===== src/rtl/tdm_pkg.sv =====
// Constants and types shared by the two-port serial audio block
package tdm_pkg;
	localparam int NPORT = 2;
	localparam int NCH = 4;
	localparam int BCNT_W = 10;
	localparam int BPF_W = 11;
	localparam int DIV_W = 16;
	localparam int SLOT_W = 8;
	localparam int SAMPLE_W = 32;
	localparam int IDX_W = 5;
	localparam int FCNT_W = 16;
	localparam int SLOT_SH = 3;
	localparam int HALF_SH = 4;
	//----------------------------------------
	// Register map, one window per port
	//----------------------------------------
	localparam logic [5:0] OFF_CTRL = 6'h00;
	localparam logic [5:0] OFF_DIV = 6'h04;
	localparam logic [5:0] OFF_STAT = 6'h08;
	localparam logic [5:0] OFF_CH = 6'h10;
	localparam logic [5:0] OFF_TX = 6'h20;
	localparam logic [5:0] OFF_RX = 6'h30;
	localparam logic [5:0] GRP_MASK = 6'h30;
	localparam int PORT_SEL_BIT = 6;
	localparam int WIN_TOP_BIT = 7;
	localparam int IDX_LSB = 2;
	localparam int IDX_MSB = 3;
	localparam logic [DIV_W-1:0] DIV_RST = 16'h0010;
	//----------------------------------------
	// Sample layout
	//----------------------------------------
	localparam logic [IDX_W-1:0] W_BYTE = 5'h08;
	localparam logic [IDX_W-1:0] W_WORD = 5'h10;
	localparam logic [IDX_W-1:0] HALF_OFS = 5'h10;
	localparam logic [BPF_W-1:0] PAIR_SLOTS = 11'h002;
	//----------------------------------------
	// Types
	//----------------------------------------
	typedef enum logic [1:0] {FR_I2S_STD, FR_I2S_LJ, FR_PCM, FR_GCI} framing_t;
	typedef enum logic [1:0] {ENC_G711, ENC_LIN16, ENC_G722} encoding_t;
	typedef enum logic [2:0] {RK_NONE, RK_CTRL, RK_DIV, RK_STAT, RK_CH, RK_TX, RK_RX} reg_kind_t;
	typedef struct packed {
		logic sync_follow;
		logic loop_cross;
		logic loop_local;
		logic half_frame_wideband_mode;
		logic transmit_edge_select;
		logic lsb_first;
		encoding_t enc;
		logic [3:0] bpf_code;
		framing_t framing;
		logic master;
		logic enable;
	} port_cfg_t;
	typedef struct packed {
		logic en;
		logic [SLOT_W-1:0] slot;
	} ch_cfg_t;
	typedef struct packed {
		logic hit;
		logic [IDX_W-1:0] idx;
	} bit_map_t;
	typedef struct packed {
		reg_kind_t kind;
		logic port;
		logic [1:0] idx;
	} reg_dec_t;
	localparam port_cfg_t CFG_RST = '0;
	localparam ch_cfg_t CH_RST = '0;
	function automatic logic [BPF_W-1:0] bpf_of(input logic [3:0] code);
		case (code)
			4'h0: return 11'h008;
			4'h1: return 11'h010;
			4'h2: return 11'h020;
			4'h3: return 11'h040;
			4'h4: return 11'h060;
			4'h5: return 11'h080;
			4'h6: return 11'h0C0;
			4'h7: return 11'h100;
			4'h8: return 11'h180;
			4'h9: return 11'h200;
			4'hA: return 11'h400;
			default: return 11'h040;
		endcase
	endfunction
endpackage


===== src/rtl/tdm_audio_serial_port.sv =====
// Two-port TDM serial audio engine (I2S, PCM, GCI) with APB registers
//----------------------------------------
`timescale 1ns/10ps
`default_nettype none
module tdm_audio_serial_port
	import tdm_pkg::*;
(
	// System
	input wire logic sys_clk,
	input wire logic srst,
	// APB slave
	input wire logic [7:0] paddr,
	input wire logic psel,
	input wire logic penable,
	input wire logic pwrite,
	input wire logic [31:0] pwdata,
	input wire logic [3:0] pstrb,
	output logic [31:0] prdata,
	output logic pready,
	output logic pslverr,
	// Bit clock pins
	input wire logic [NPORT-1:0] bit_clock_in,
	output logic [NPORT-1:0] bit_clock_out,
	output logic [NPORT-1:0] bit_clock_oe,
	// Frame sync or word select pins
	input wire logic [NPORT-1:0] tdm_frame_sync_in,
	output logic [NPORT-1:0] tdm_frame_sync_out,
	output logic [NPORT-1:0] tdm_frame_sync_oe,
	// Serial data pins
	input wire logic [NPORT-1:0] tdm_serial_in,
	output logic [NPORT-1:0] tdm_serial_out,
	output logic [NPORT-1:0] tdm_serial_oe
);
	//----------------------------------------
	// Register storage
	//----------------------------------------
	port_cfg_t cfg_q [NPORT];
	logic [DIV_W-1:0] div_q [NPORT];
	ch_cfg_t ch_q [NPORT][NCH];
	logic [SAMPLE_W-1:0] tx_q [NPORT][NCH];
	logic [SAMPLE_W-1:0] rx_w [NPORT][NCH];
	logic [SAMPLE_W-1:0] stat_w [NPORT];
	logic [31:0] prdata_q;
	logic slverr_q;
	logic [31:0] rd_word;
	logic [31:0] wr_word;
	logic wr_en;
	reg_dec_t acc;

	//----------------------------------------
	// Cross-port timing shares
	//----------------------------------------
	logic share [NPORT];
	logic own_lvl [NPORT];
	logic own_rise [NPORT];
	logic own_fall [NPORT];
	logic own_start [NPORT];
	logic sdo_w [NPORT];

	//----------------------------------------
	// Functions
	//----------------------------------------
	function automatic reg_dec_t decode(input logic [7:0] a);
		reg_dec_t d;
		d.port = a[PORT_SEL_BIT];
		d.idx = a[IDX_MSB:IDX_LSB];
		d.kind = RK_NONE;
		if (!a[WIN_TOP_BIT] && a[IDX_LSB-1:0] == '0) begin
			case (a[5:0] & GRP_MASK)
				OFF_CH: d.kind = RK_CH;
				OFF_TX: d.kind = RK_TX;
				OFF_RX: d.kind = RK_RX;
				default: begin
					if (a[5:0] == OFF_CTRL) begin
						d.kind = RK_CTRL;
					end else if (a[5:0] == OFF_DIV) begin
						d.kind = RK_DIV;
					end else if (a[5:0] == OFF_STAT) begin
						d.kind = RK_STAT;
					end
				end
			endcase
		end
		return d;
	endfunction

	function automatic logic [31:0] merge(input logic [31:0] old, input logic [31:0] wd,
		input logic [3:0] st);
		logic [31:0] r;
		r = old;
		for (int i = 0; i < 4; i++) begin
			if (st[i]) begin
				r[i*8 +: 8] = wd[i*8 +: 8];
			end
		end
		return r;
	endfunction

	// Which sample bit, if any, a channel owns at a given frame bit
	function automatic bit_map_t map_bit(input port_cfg_t pc, input ch_cfg_t ch,
		input logic [BCNT_W-1:0] b);
		bit_map_t m;
		logic [BPF_W-1:0] bpf;
		logic [BPF_W-1:0] half;
		logic [BPF_W-1:0] pos;
		logic [BPF_W-1:0] rel;
		logic [BPF_W-1:0] rel2;
		logic [IDX_W-1:0] w;
		logic [IDX_W-1:0] k;
		logic side;
		logic inpair;
		logic word2;
		bpf = bpf_of(pc.bpf_code);
		half = bpf >> 1;
		w = (pc.enc == ENC_LIN16) ? W_WORD : W_BYTE;
		m = '0;
		k = '0;
		side = 1'b0;
		inpair = 1'b0;
		word2 = 1'b0;
		rel = '0;
		rel2 = '0;
		pos = BPF_W'(b);
		if (pc.framing == FR_I2S_STD || pc.framing == FR_I2S_LJ) begin
			if (pc.framing == FR_I2S_STD) begin
				pos = (b == '0) ? bpf - 1'b1 : pos - 1'b1;
			end
			side = pos >= half;
			if (side) begin
				pos = pos - half;
			end
			m.hit = ch.en && (ch.slot[0] == side) && (pos < BPF_W'(w));
			k = IDX_W'(pos);
		end else begin
			rel = BPF_W'(b >> SLOT_SH) - BPF_W'(ch.slot);
			rel2 = rel - (bpf >> HALF_SH);
			inpair = (pc.enc == ENC_LIN16) ? (rel < PAIR_SLOTS) : (rel == '0);
			if (inpair) begin
				k = IDX_W'({rel[0], b[SLOT_SH-1:0]});
			end else if (pc.half_frame_wideband_mode && pc.enc == ENC_LIN16 && rel2 < PAIR_SLOTS) begin
				word2 = 1'b1;
				k = IDX_W'({rel2[0], b[SLOT_SH-1:0]});
			end
			m.hit = ch.en && (inpair || word2);
		end
		m.idx = (pc.lsb_first ? k : w - 1'b1 - k) + (word2 ? HALF_OFS : '0);
		return m;
	endfunction

	//----------------------------------------
	// APB slave
	//----------------------------------------
	assign acc = decode(paddr);
	assign wr_en = psel && penable && pwrite;
	assign wr_word = merge(rd_word, pwdata, pstrb);

	always_comb begin
		rd_word = '0;
		unique case (acc.kind)
			RK_CTRL: rd_word = 32'(cfg_q[acc.port]);
			RK_DIV: rd_word = 32'(div_q[acc.port]);
			RK_STAT: rd_word = stat_w[acc.port];
			RK_CH: rd_word = 32'(ch_q[acc.port][acc.idx]);
			RK_TX: rd_word = tx_q[acc.port][acc.idx];
			RK_RX: rd_word = rx_w[acc.port][acc.idx];
			RK_NONE: rd_word = '0;
		endcase
	end

	// Status and receive words are read-only, writes to them are dropped
	always_ff @(posedge sys_clk) begin
		if (srst) begin
			for (int p = 0; p < NPORT; p++) begin
				cfg_q[p] <= CFG_RST;
				div_q[p] <= DIV_RST;
				for (int c = 0; c < NCH; c++) begin
					ch_q[p][c] <= CH_RST;
					tx_q[p][c] <= '0;
				end
			end
		end else if (wr_en) begin
			unique case (acc.kind)
				RK_CTRL: cfg_q[acc.port] <= port_cfg_t'(wr_word[$bits(port_cfg_t)-1:0]);
				RK_DIV: div_q[acc.port] <= wr_word[DIV_W-1:0];
				RK_CH: ch_q[acc.port][acc.idx] <= ch_cfg_t'(wr_word[$bits(ch_cfg_t)-1:0]);
				RK_TX: tx_q[acc.port][acc.idx] <= wr_word;
				RK_STAT, RK_RX, RK_NONE: ;
			endcase
		end
	end

	// Read data is captured in the setup phase so it comes from a register
	always_ff @(posedge sys_clk) begin
		if (srst) begin
			prdata_q <= '0;
			slverr_q <= 1'b0;
		end else if (psel && !penable) begin
			prdata_q <= pwrite ? '0 : rd_word;
			slverr_q <= acc.kind == RK_NONE;
		end
	end

	assign prdata = prdata_q;
	assign pready = 1'b1;
	assign pslverr = slverr_q;

	//----------------------------------------
	// Timing shares between ports
	//----------------------------------------
	assign share[0] = 1'b0;
	assign share[1] = cfg_q[1].master && (cfg_q[0].master || cfg_q[1].sync_follow);

	//----------------------------------------
	// Port engines
	//----------------------------------------
	for (genvar p = 0; p < NPORT; p++) begin : g_port
		port_cfg_t pc;
		logic clk_lvl;
		logic clk_rise;
		logic clk_fall;
		logic sync_lvl;
		logic din_lvl;
		logic gen_lvl;
		logic gen_rise;
		logic gen_fall;
		logic rise;
		logic fall;
		logic drv;
		logic smp;
		logic is_i2s;
		logic left_lvl;
		logic sync_seen;
		logic start;
		logic din;
		logic tx_hit;
		logic tx_bit;
		logic [BPF_W-1:0] bpf;
		logic [BCNT_W-1:0] nxt;
		logic [BCNT_W-1:0] bit_q;
		logic [FCNT_W-1:0] frame_q;
		logic sync_prev_q;
		logic sync_out_q;
		logic dout_q;
		logic oe_q;
		bit_map_t tx_map [NCH];
		bit_map_t rx_map [NCH];

		assign pc = cfg_q[p];

		link_sync u_clk_sync (
			.sys_clk(sys_clk),
			.srst(srst),
			.async_in(bit_clock_in[p]),
			.level(clk_lvl),
			.rise(clk_rise),
			.fall(clk_fall)
		);

		link_sync u_sync_sync (
			.sys_clk(sys_clk),
			.srst(srst),
			.async_in(tdm_frame_sync_in[p]),
			.level(sync_lvl),
			.rise(),
			.fall()
		);

		link_sync u_din_sync (
			.sys_clk(sys_clk),
			.srst(srst),
			.async_in(tdm_serial_in[p]),
			.level(din_lvl),
			.rise(),
			.fall()
		);

		bit_clock_div u_div (
			.sys_clk(sys_clk),
			.srst(srst),
			.run(pc.enable && pc.master),
			.half_period(div_q[p]),
			.level(gen_lvl),
			.rise(gen_rise),
			.fall(gen_fall)
		);

		// Bit clock source: own divider as master, recovered pin as slave
		assign own_lvl[p] = pc.master ? gen_lvl : clk_lvl;
		assign own_rise[p] = pc.enable && (pc.master ? gen_rise : clk_rise);
		assign own_fall[p] = pc.enable && (pc.master ? gen_fall : clk_fall);
		assign rise = pc.enable && (share[p] ? own_rise[0] : own_rise[p]);
		assign fall = pc.enable && (share[p] ? own_fall[0] : own_fall[p]);

		assign is_i2s = pc.framing == FR_I2S_STD || pc.framing == FR_I2S_LJ;
		assign drv = (pc.framing == FR_PCM && pc.transmit_edge_select) ? rise : fall;
		assign smp = (pc.framing == FR_PCM && pc.transmit_edge_select) ? fall : rise;
		assign bpf = bpf_of(pc.bpf_code);
		assign nxt = (BPF_W'(bit_q) == bpf - 1'b1) ? '0 : bit_q + 1'b1;

		// Frame start is judged mid-bit, so any slave pulse width works
		assign sync_seen = pc.master ? sync_out_q : sync_lvl;
		assign left_lvl = pc.framing == FR_I2S_LJ;
		assign own_start[p] = smp && (is_i2s ? (sync_seen == left_lvl && sync_prev_q != left_lvl)
			: (sync_seen && !sync_prev_q));
		assign start = share[p] ? own_start[0] : own_start[p];

		always_ff @(posedge sys_clk) begin
			if (srst || !pc.enable) begin
				sync_prev_q <= 1'b0;
			end else if (smp) begin
				sync_prev_q <= sync_seen;
			end
		end

		// Frame bit counter, realigned by every detected frame start
		always_ff @(posedge sys_clk) begin
			if (srst || !pc.enable || start) begin
				bit_q <= '0;
			end else if (drv) begin
				bit_q <= nxt;
			end
		end

		always_ff @(posedge sys_clk) begin
			if (srst) begin
				frame_q <= '0;
			end else if (start) begin
				frame_q <= frame_q + 1'b1;
			end
		end

		// Master sync: half-frame word select or one-bit pulse at bit zero
		always_ff @(posedge sys_clk) begin
			if (srst || !pc.enable) begin
				sync_out_q <= 1'b0;
			end else if (drv) begin
				if (is_i2s) begin
					sync_out_q <= (BPF_W'(nxt) >= (bpf >> 1)) ^ left_lvl;
				end else begin
					sync_out_q <= nxt == '0;
				end
			end
		end

		// Transmit: lowest-numbered channel wins if slots overlap
		always_comb begin
			tx_hit = 1'b0;
			tx_bit = 1'b0;
			for (int i = NCH - 1; i >= 0; i--) begin
				if (tx_map[i].hit) begin
					tx_hit = 1'b1;
					tx_bit = tx_q[p][i][tx_map[i].idx];
				end
			end
		end

		always_ff @(posedge sys_clk) begin
			if (srst || !pc.enable) begin
				dout_q <= 1'b0;
				oe_q <= 1'b0;
			end else if (drv) begin
				dout_q <= tx_bit;
				oe_q <= tx_hit;
			end
		end

		assign sdo_w[p] = dout_q;
		assign din = pc.loop_local ? dout_q : (pc.loop_cross ? sdo_w[NPORT-1-p] : din_lvl);

		// Receive words are written bit by bit, software may see a partial word
		for (genvar i = 0; i < NCH; i++) begin : g_ch
			logic [SAMPLE_W-1:0] rx_q;
			assign tx_map[i] = map_bit(pc, ch_q[p][i], nxt);
			assign rx_map[i] = map_bit(pc, ch_q[p][i], bit_q);
			always_ff @(posedge sys_clk) begin
				if (srst) begin
					rx_q <= '0;
				end else if (smp && rx_map[i].hit) begin
					rx_q[rx_map[i].idx] <= din;
				end
			end
			assign rx_w[p][i] = rx_q;
		end

		assign stat_w[p] = SAMPLE_W'({bit_q, frame_q});
		assign bit_clock_out[p] = share[p] ? own_lvl[0] : gen_lvl;
		assign bit_clock_oe[p] = pc.enable && pc.master;
		assign tdm_frame_sync_out[p] = sync_out_q;
		assign tdm_frame_sync_oe[p] = pc.enable && pc.master;
		assign tdm_serial_out[p] = dout_q;
		assign tdm_serial_oe[p] = oe_q;
	end
endmodule
`default_nettype wire


===== src/rtl/link_sync.sv =====
// Three-stage synchroniser with agreement filter and edge pulses
`timescale 1ns/10ps
`default_nettype none
module link_sync (
	// System
	input wire logic sys_clk,
	input wire logic srst,
	// Pin from outside the clock domain
	input wire logic async_in,
	// Filtered level and one-cycle edge pulses
	output logic level,
	output logic rise,
	output logic fall
);
	logic s1_q;
	logic s2_q;
	logic s3_q;
	logic level_q;
	logic rise_q;
	logic fall_q;

	always_ff @(posedge sys_clk) begin
		if (srst) begin
			s1_q <= 1'b0;
			s2_q <= 1'b0;
			s3_q <= 1'b0;
		end else begin
			s1_q <= async_in;
			s2_q <= s1_q;
			s3_q <= s2_q;
		end
	end

	// Only stages two and three vote, the first may be metastable
	always_ff @(posedge sys_clk) begin
		if (srst) begin
			level_q <= 1'b0;
			rise_q <= 1'b0;
			fall_q <= 1'b0;
		end else begin
			rise_q <= (s2_q == s3_q) && s3_q && !level_q;
			fall_q <= (s2_q == s3_q) && !s3_q && level_q;
			if (s2_q == s3_q) begin
				level_q <= s3_q;
			end
		end
	end

	assign level = level_q;
	assign rise = rise_q;
	assign fall = fall_q;
endmodule
`default_nettype wire


===== src/rtl/bit_clock_div.sv =====
// Bit clock generator for master ports, level plus edge enables
`timescale 1ns/10ps
`default_nettype none
module bit_clock_div
	import tdm_pkg::*;
(
	// System
	input wire logic sys_clk,
	input wire logic srst,
	// Control
	input wire logic run,
	input wire logic [DIV_W-1:0] half_period,
	// Generated clock and edge pulses
	output logic level,
	output logic rise,
	output logic fall
);
	logic [DIV_W-1:0] cnt_q;
	logic level_q;
	logic rise_q;
	logic fall_q;
	logic tick;

	// A zero divisor behaves as one so the clock never stalls
	assign tick = run && (half_period == '0 || cnt_q >= half_period - 1'b1);

	always_ff @(posedge sys_clk) begin
		if (srst || !run || tick) begin
			cnt_q <= '0;
		end else begin
			cnt_q <= cnt_q + 1'b1;
		end
	end

	always_ff @(posedge sys_clk) begin
		if (srst || !run) begin
			level_q <= 1'b0;
			rise_q <= 1'b0;
			fall_q <= 1'b0;
		end else begin
			rise_q <= tick && !level_q;
			fall_q <= tick && level_q;
			if (tick) begin
				level_q <= !level_q;
			end
		end
	end

	assign level = level_q;
	assign rise = rise_q;
	assign fall = fall_q;
endmodule
`default_nettype wire


===== config.mk =====
export PLATFORM = sky130hd
export DESIGN_NAME = tdm_audio_serial_port
export DESIGN_NICKNAME = d
export VERILOG_FILES = /design/src/rtl/tdm_pkg.sv /design/src/rtl/tdm_audio_serial_port.sv /design/src/rtl/link_sync.sv /design/src/rtl/bit_clock_div.sv
export SDC_FILE = /design/constraint.sdc
export NUM_CORES = 2
export LEC_CHECK = 0
export ABC_AREA = 1
export BUFFER_PORTS_ARGS = -buffer_cell sky130_fd_sc_hd__buf_2
export CORE_ASPECT_RATIO = 1.1
export CORE_UTILIZATION = 50
export CTS_CLUSTER_SIZE = 10
export DETAILED_ROUTE_END_ITERATION = 10
export GPL_TIMING_DRIVEN = 0
export PLACE_DENSITY = 0.66
export SLEW_MARGIN = 25
export SYNTH_ARGS = -nofsm -noshare
export SYNTH_HDL_FRONTEND = slang
export SYNTH_HIERARCHICAL = 1
export SYNTH_SLANG_ARGS = --single-unit

===== constraint.sdc =====
create_clock -name sys_clk -period 7.66 [get_ports sys_clk]
set_clock_uncertainty 0.15 [all_clocks]
set_input_delay 0.383 -clock sys_clk [delete_from_list [all_inputs] [get_ports sys_clk]]
set_output_delay 0.383 -clock sys_clk [all_outputs]
set_load 0.005 [all_outputs]

### Word-level counts from Yosys, hierarchy flattened

Memory sizes are Yosys's and may differ from the RTL's.
Cells that the tools add are included.

* reduce and logical (&&, ||, !) cells: 194
* mux-type cells: 399
* bitwise operators: 4
* equal/unequal tests: 45
* $add $sub $neg: 112
* magnitude comparators: 95

Operator list (count)
* 2-to-1 mux 11 bit: 80
* 2-to-1 mux 128 bit: 6
* less-than comparator 11 x 2 -> 1 bit (second input constant): 32
* bitwise mux 32 bit: 8
* 2-to-1 mux 32 bit: 8
* 2-to-1 mux 5 bit: 50
* one-hot mux 32 bit (7 select lines): 1
* subtractor 11 x 1 -> 11 bit (second input constant): 18
* greater-or-equal comparator 11 x 10 -> 1 bit: 16
* zero test 11 bit: 16
* less-than comparator 11 x 5 -> 1 bit: 16
* subtractor 11 x 10 -> 11 bit: 16
* 2-to-1 mux 1 bit: 173
* subtractor 9 x 8 -> 10 bit: 16
* subtractor 7 x 8 -> 9 bit: 16
* binary-select mux 32 bit (select 2 bit): 2
* 2-to-1 mux 4 bit: 32
* OR reduction 128 bit: 1
* logical AND 1 bit: 120
* 2-to-1 mux 36 bit: 3
* less-than comparator 5 x 6 -> 1 bit (second input constant): 16
* adder 5 bit: 16
* subtractor 5 bit: 16
* adder 16 x 1 -> 16 bit (second input constant): 4
* other kinds (45): 167

* memory bits (writable): 392
* register bits: 415
* ROM bits: 2304
* memories: 22
* input bits: 55
* output and inout bits: 46

Memory list
* tx_q: words 2, bits a word 128, rd ports 3, clocked after Yosys merged registers in 0, wr ports 2, line tdm_audio_serial_port.sv:40 `logic [SAMPLE_W-1:0] tx_q [NPORT][NCH];`
* (no name shown): words 16, bits a word 8, rd ports 1, clocked after Yosys merged registers in 0, wr ports 0, line tdm_pkg.sv:71 `case (code)`
* (no name shown): words 16, bits a word 8, rd ports 1, clocked after Yosys merged registers in 0, wr ports 0, line tdm_pkg.sv:71
* (no name shown): words 16, bits a word 8, rd ports 1, clocked after Yosys merged registers in 0, wr ports 0, line tdm_pkg.sv:71
* (no name shown): words 16, bits a word 8, rd ports 1, clocked after Yosys merged registers in 0, wr ports 0, line tdm_pkg.sv:71
* (no name shown): words 16, bits a word 8, rd ports 1, clocked after Yosys merged registers in 0, wr ports 0, line tdm_pkg.sv:71
* +16 memories

### Depth between registers and ports, before layout

An unclocked memory read counts as a cell.

* depth in word-level cells: 22
* mapped depth: 53
* mapped depth without buffers: 52

### Cells and area by module

The synthesis kept the hierarchy.

By module, submodules not included
* tdm_audio_serial_port: seq. area each 18758.0 µm², times used 1, cells an instance 8117, area an instance 56002.5 µm²
* bit_clock_div: seq. area each 380.4 µm², times used 2, cells an instance 243, area an instance 1666.6 µm²
* link_sync: seq. area each 120.1 µm², times used 6, cells an instance 25, area an instance 209.0 µm²

### Worst setup path after synthesis

Ideal clock, no wire load.

* path type: register -> register
* start point: memory cfg_q[1][4] (netlist bit)
* end point: register g_port[1].dout_q
* clock period less this slack: 6.460 ns
* arrival time: 6.190 ns
* slack: 1.200 ns
* cell stages (with the launch flop): 43
* setup time: 0.119 ns
* data required time: 7.391 ns
* cell sequence: edfxtp_1 > inv_1 > ha_1 > inv_1 > nand2_1 > nand3_2 > nand2_1 > nand2_1 > nand2_1 > nand2_1 > nor2_1 > nand2_1 > nor2_1 > nand4_2 > buf_6 > nand2_1 > inv_1 > fa_1 > [7 not listed] > a21oi_1 > nand2_1 > xor2_1 > a211oi_1 > nand3_1 > o221ai_1 > nand2_2 > ha_1 > or2_2 > nor2_1 > nand3b_1 > nand2_1 > inv_1 > nand3_1 > nand3_1 > nand2_1 > nor2_1 > a21oi_1

RTL lines
* start, declared: line tdm_audio_serial_port.sv:37 `port_cfg_t cfg_q [NPORT];`
* end signal, assigned: line tdm_audio_serial_port.sv:362 `dout_q <= tx_bit;`
* end, declared: line tdm_audio_serial_port.sv:243 `logic dout_q;`

==> flow_metrics.env <==
export IMPL_boundaryPins=101
export IMPL_dr_total_vias=66000
export IMPL_dp_cells=10400
export IMPL_ir_worst_vdd_v=0.000219
export IMPL_setup_violations=0
export IMPL_hpwl_um=238000
export IMPL_cpPeakStageDelay_ns=0.56
export IMPL_dieWidth_um=333
export IMPL_vias_per_cell=6.19
export IMPL_path_depth=43
export IMPL_intPower_uw=8120
export IMPL_start_kind="register"
export IMPL_drive_gt1_frac=0.0927
export IMPL_min_from="pwdata[17]"
export IMPL_grt_use_met2=0.709
export IMPL_grt_usage=0.479
export IMPL_wl_per_cell_um=28.4
export IMPL_worst_path_buf_inv=8
export IMPL_ys_warn_count=6
export IMPL_grt_overflow_total=0
export IMPL_holdPathEnd="tx_q[0][49]"
export IMPL_switching_share=0.366
export IMPL_syn_to_final_growth_pct=13.2
export IMPL_std_cell_rows=133
export IMPL_hold_depth=5
export IMPL_io_buffers=98
export IMPL_grt_pass1_vias=59600
export IMPL_syn_inst=8725
export IMPL_status="completed"
export IMPL_min_period_over_period=0.984
export IMPL_synthesis_nets=9164
export IMPL_fin_area_mm2=0.0683
export IMPL_layout_commonest_cell="nand2_1"
export IMPL_gp_congestion=1.09
export IMPL_r2r_slack_ns=0.12
export IMPL_worst_slew_pin_slew_ns=1.35
export IMPL_die_h_um=366
export IMPL_cap_violations=0
export IMPL_clk_path_buf_depth=3
export IMPL_syn_area_mm2=0.0603
export IMPL_arrival_ns=8.02
export IMPL_setup_worst_path_class="reg2reg"
export IMPL_power_leakage_uw=0.0304
export IMPL_startpoint="cfg_q[0][4]"
export IMPL_postRouteAntennaNets=0
export IMPL_p_per_area_mw_per_mm2=188
export IMPL_initialDrtViolationCount=9653
export IMPL_dr_pass1_iters=9
export IMPL_pwr_share_clk=0.353
export IMPL_tns_ns=0
export IMPL_critPathRequiredTime_ns=8.14
export IMPL_path_common_cell="nand2_1"
export IMPL_synth_area_per_cell_um2=6.91
export IMPL_drc=0
export IMPL_path_max_fanout=13
export IMPL_power_frac_seq=0.372
export IMPL_worstSetupEndpointType="register"
export IMPL_reg2reg_depth=43
export IMPL_switching_power_uw=4690
export IMPL_gr_usage_met1=0.574
export IMPL_reg2reg_from="cfg_q[0][4]"
export IMPL_fin_cells=10700
export IMPL_finalPower_uw=12800
export IMPL_path_delay_family="simple AND/OR/NAND/NOR gates"
export IMPL_finalHoldViolCount=0
export IMPL_slew_headroom=0.0932
export IMPL_wl_um=303000
export IMPL_start_util=0.504
export IMPL_clock_sinks=807
export IMPL_slew_viol_final=0
export IMPL_insertion_delay_ns=0.77
export IMPL_cts_buffers=97
export IMPL_clockRootBuffer="clkbuf_16"
export IMPL_finalWorstPathRequiredPeriod_ns=7.54
export IMPL_cts_clk_slew_worst_paths_ns=0.07
export IMPL_die_area_mm2=0.122
export IMPL_combPwrFrac=0.275
export IMPL_cts_tree="built"
export IMPL_grt_pass1_wl_um=416000
export IMPL_layout_common_cells="2055 x nand2_1, 1090 x nor2_1, 1027 x inv_1, 640 x a21oi_1, 539 x nand3_1"
export IMPL_busiest_layer="met2"
export IMPL_min_path_type="in2reg"
export IMPL_htree_levels=3
export IMPL_place_area_mm2=0.0634
export IMPL_fmax_ghz=0.133
export IMPL_critical_path_slowest_cell="edfxtp_1"
export IMPL_grt_max_degree=34
export IMPL_coreArea_mm2=0.120
export IMPL_reg2reg_to="g_port[0].dout_q"
export IMPL_nNetsFinal=9484
export IMPL_use_met3=0.131
export IMPL_antenna_found_initial=15
metal layers:
layer  vias to the layer above  routed length (um)
li1                      29400                   -
met1                     30700              108000
met2                      4647              125000
met3                      1241               38100
met4                         8               31400
met5                         -                  55
power groups by stage:
stage | clock network [uW] | registers (uW) | logic [uW]
floorplan | 0 | 4780 | 2020
global placement | 0 | 4850 | 3100
detailed placement | 0 | 4850 | 3200
CTS | 4470 | 4750 | 3260
global route | 4630 | 4760 | 3700
finish | 4520 | 4760 | 3520
worst max path at each step:
stage | slack [ns] | endpoint
2_1_floorplan | 1.20 | g_port[1].dout_q
3_3_place_gp | -1.79 | g_port[0].dout_q
3_5_place_dp | -1.33 | g_port[1].dout_q
4_1_cts | 0.0006 | g_port[1].dout_q
5_1_grt | -0.08 | g_port[1].dout_q
6_report | 0.12 | g_port[0].dout_q
sequential cells by signal (all words and copies together), names as in the netlist, 20 cells and up:
name	count
g_port.bit_q	20
g_port.g_ch.rx_q	256
cfg_q	32
tx_q	256
g_port.u_div/cnt_q	32
div_q	32
ch_q	72
prdata	32
g_port.frame_q	32
timing repair:
action,CTS,global route
gates resized for setup,55,144
setup buffers,19,50
endpoints found under the hold margin,41,0
setup endpoints to repair,4,20
pin swaps,4,29
hold buffers,25,0
gates cloned,1,1
metrics by stage:
| stage | setup slack (ns) | util | hold WS (ns) |
|---|---|---|---|
| finish | 0.123 | 0.571 | 0.0377 |
| global route | -0.0801 | 0.570 | 0.0426 |
| CTS | 0.000612 | 0.561 | 0.00887 |
| detailed placement | -1.33 | 0.530 | 0.246 |
| global placement | -1.79 | 0.524 | 0.239 |
| floorplan | 1.20 | - | 0.238 |
worst min-delay path, delay by kind of cell:
kind	cells	cell delay, ns
compound gates	2	0.18
buf+inv	2	0.14
simple gates	1	0.06
cell type report:
cell class              count  area (um^2)
repair buffers            219         1820
flip-flops and latches    807        20100
clock inverters            20          278
multi-input cells        6488        35700
diodes                     15         37.5
well taps                1552         1940
clock buffers             141         2690
fillers                 11700        51400
plain buffers             323         1520
inverters                1109         4230
No activity file was read; power rests on OpenSTA's default activity.
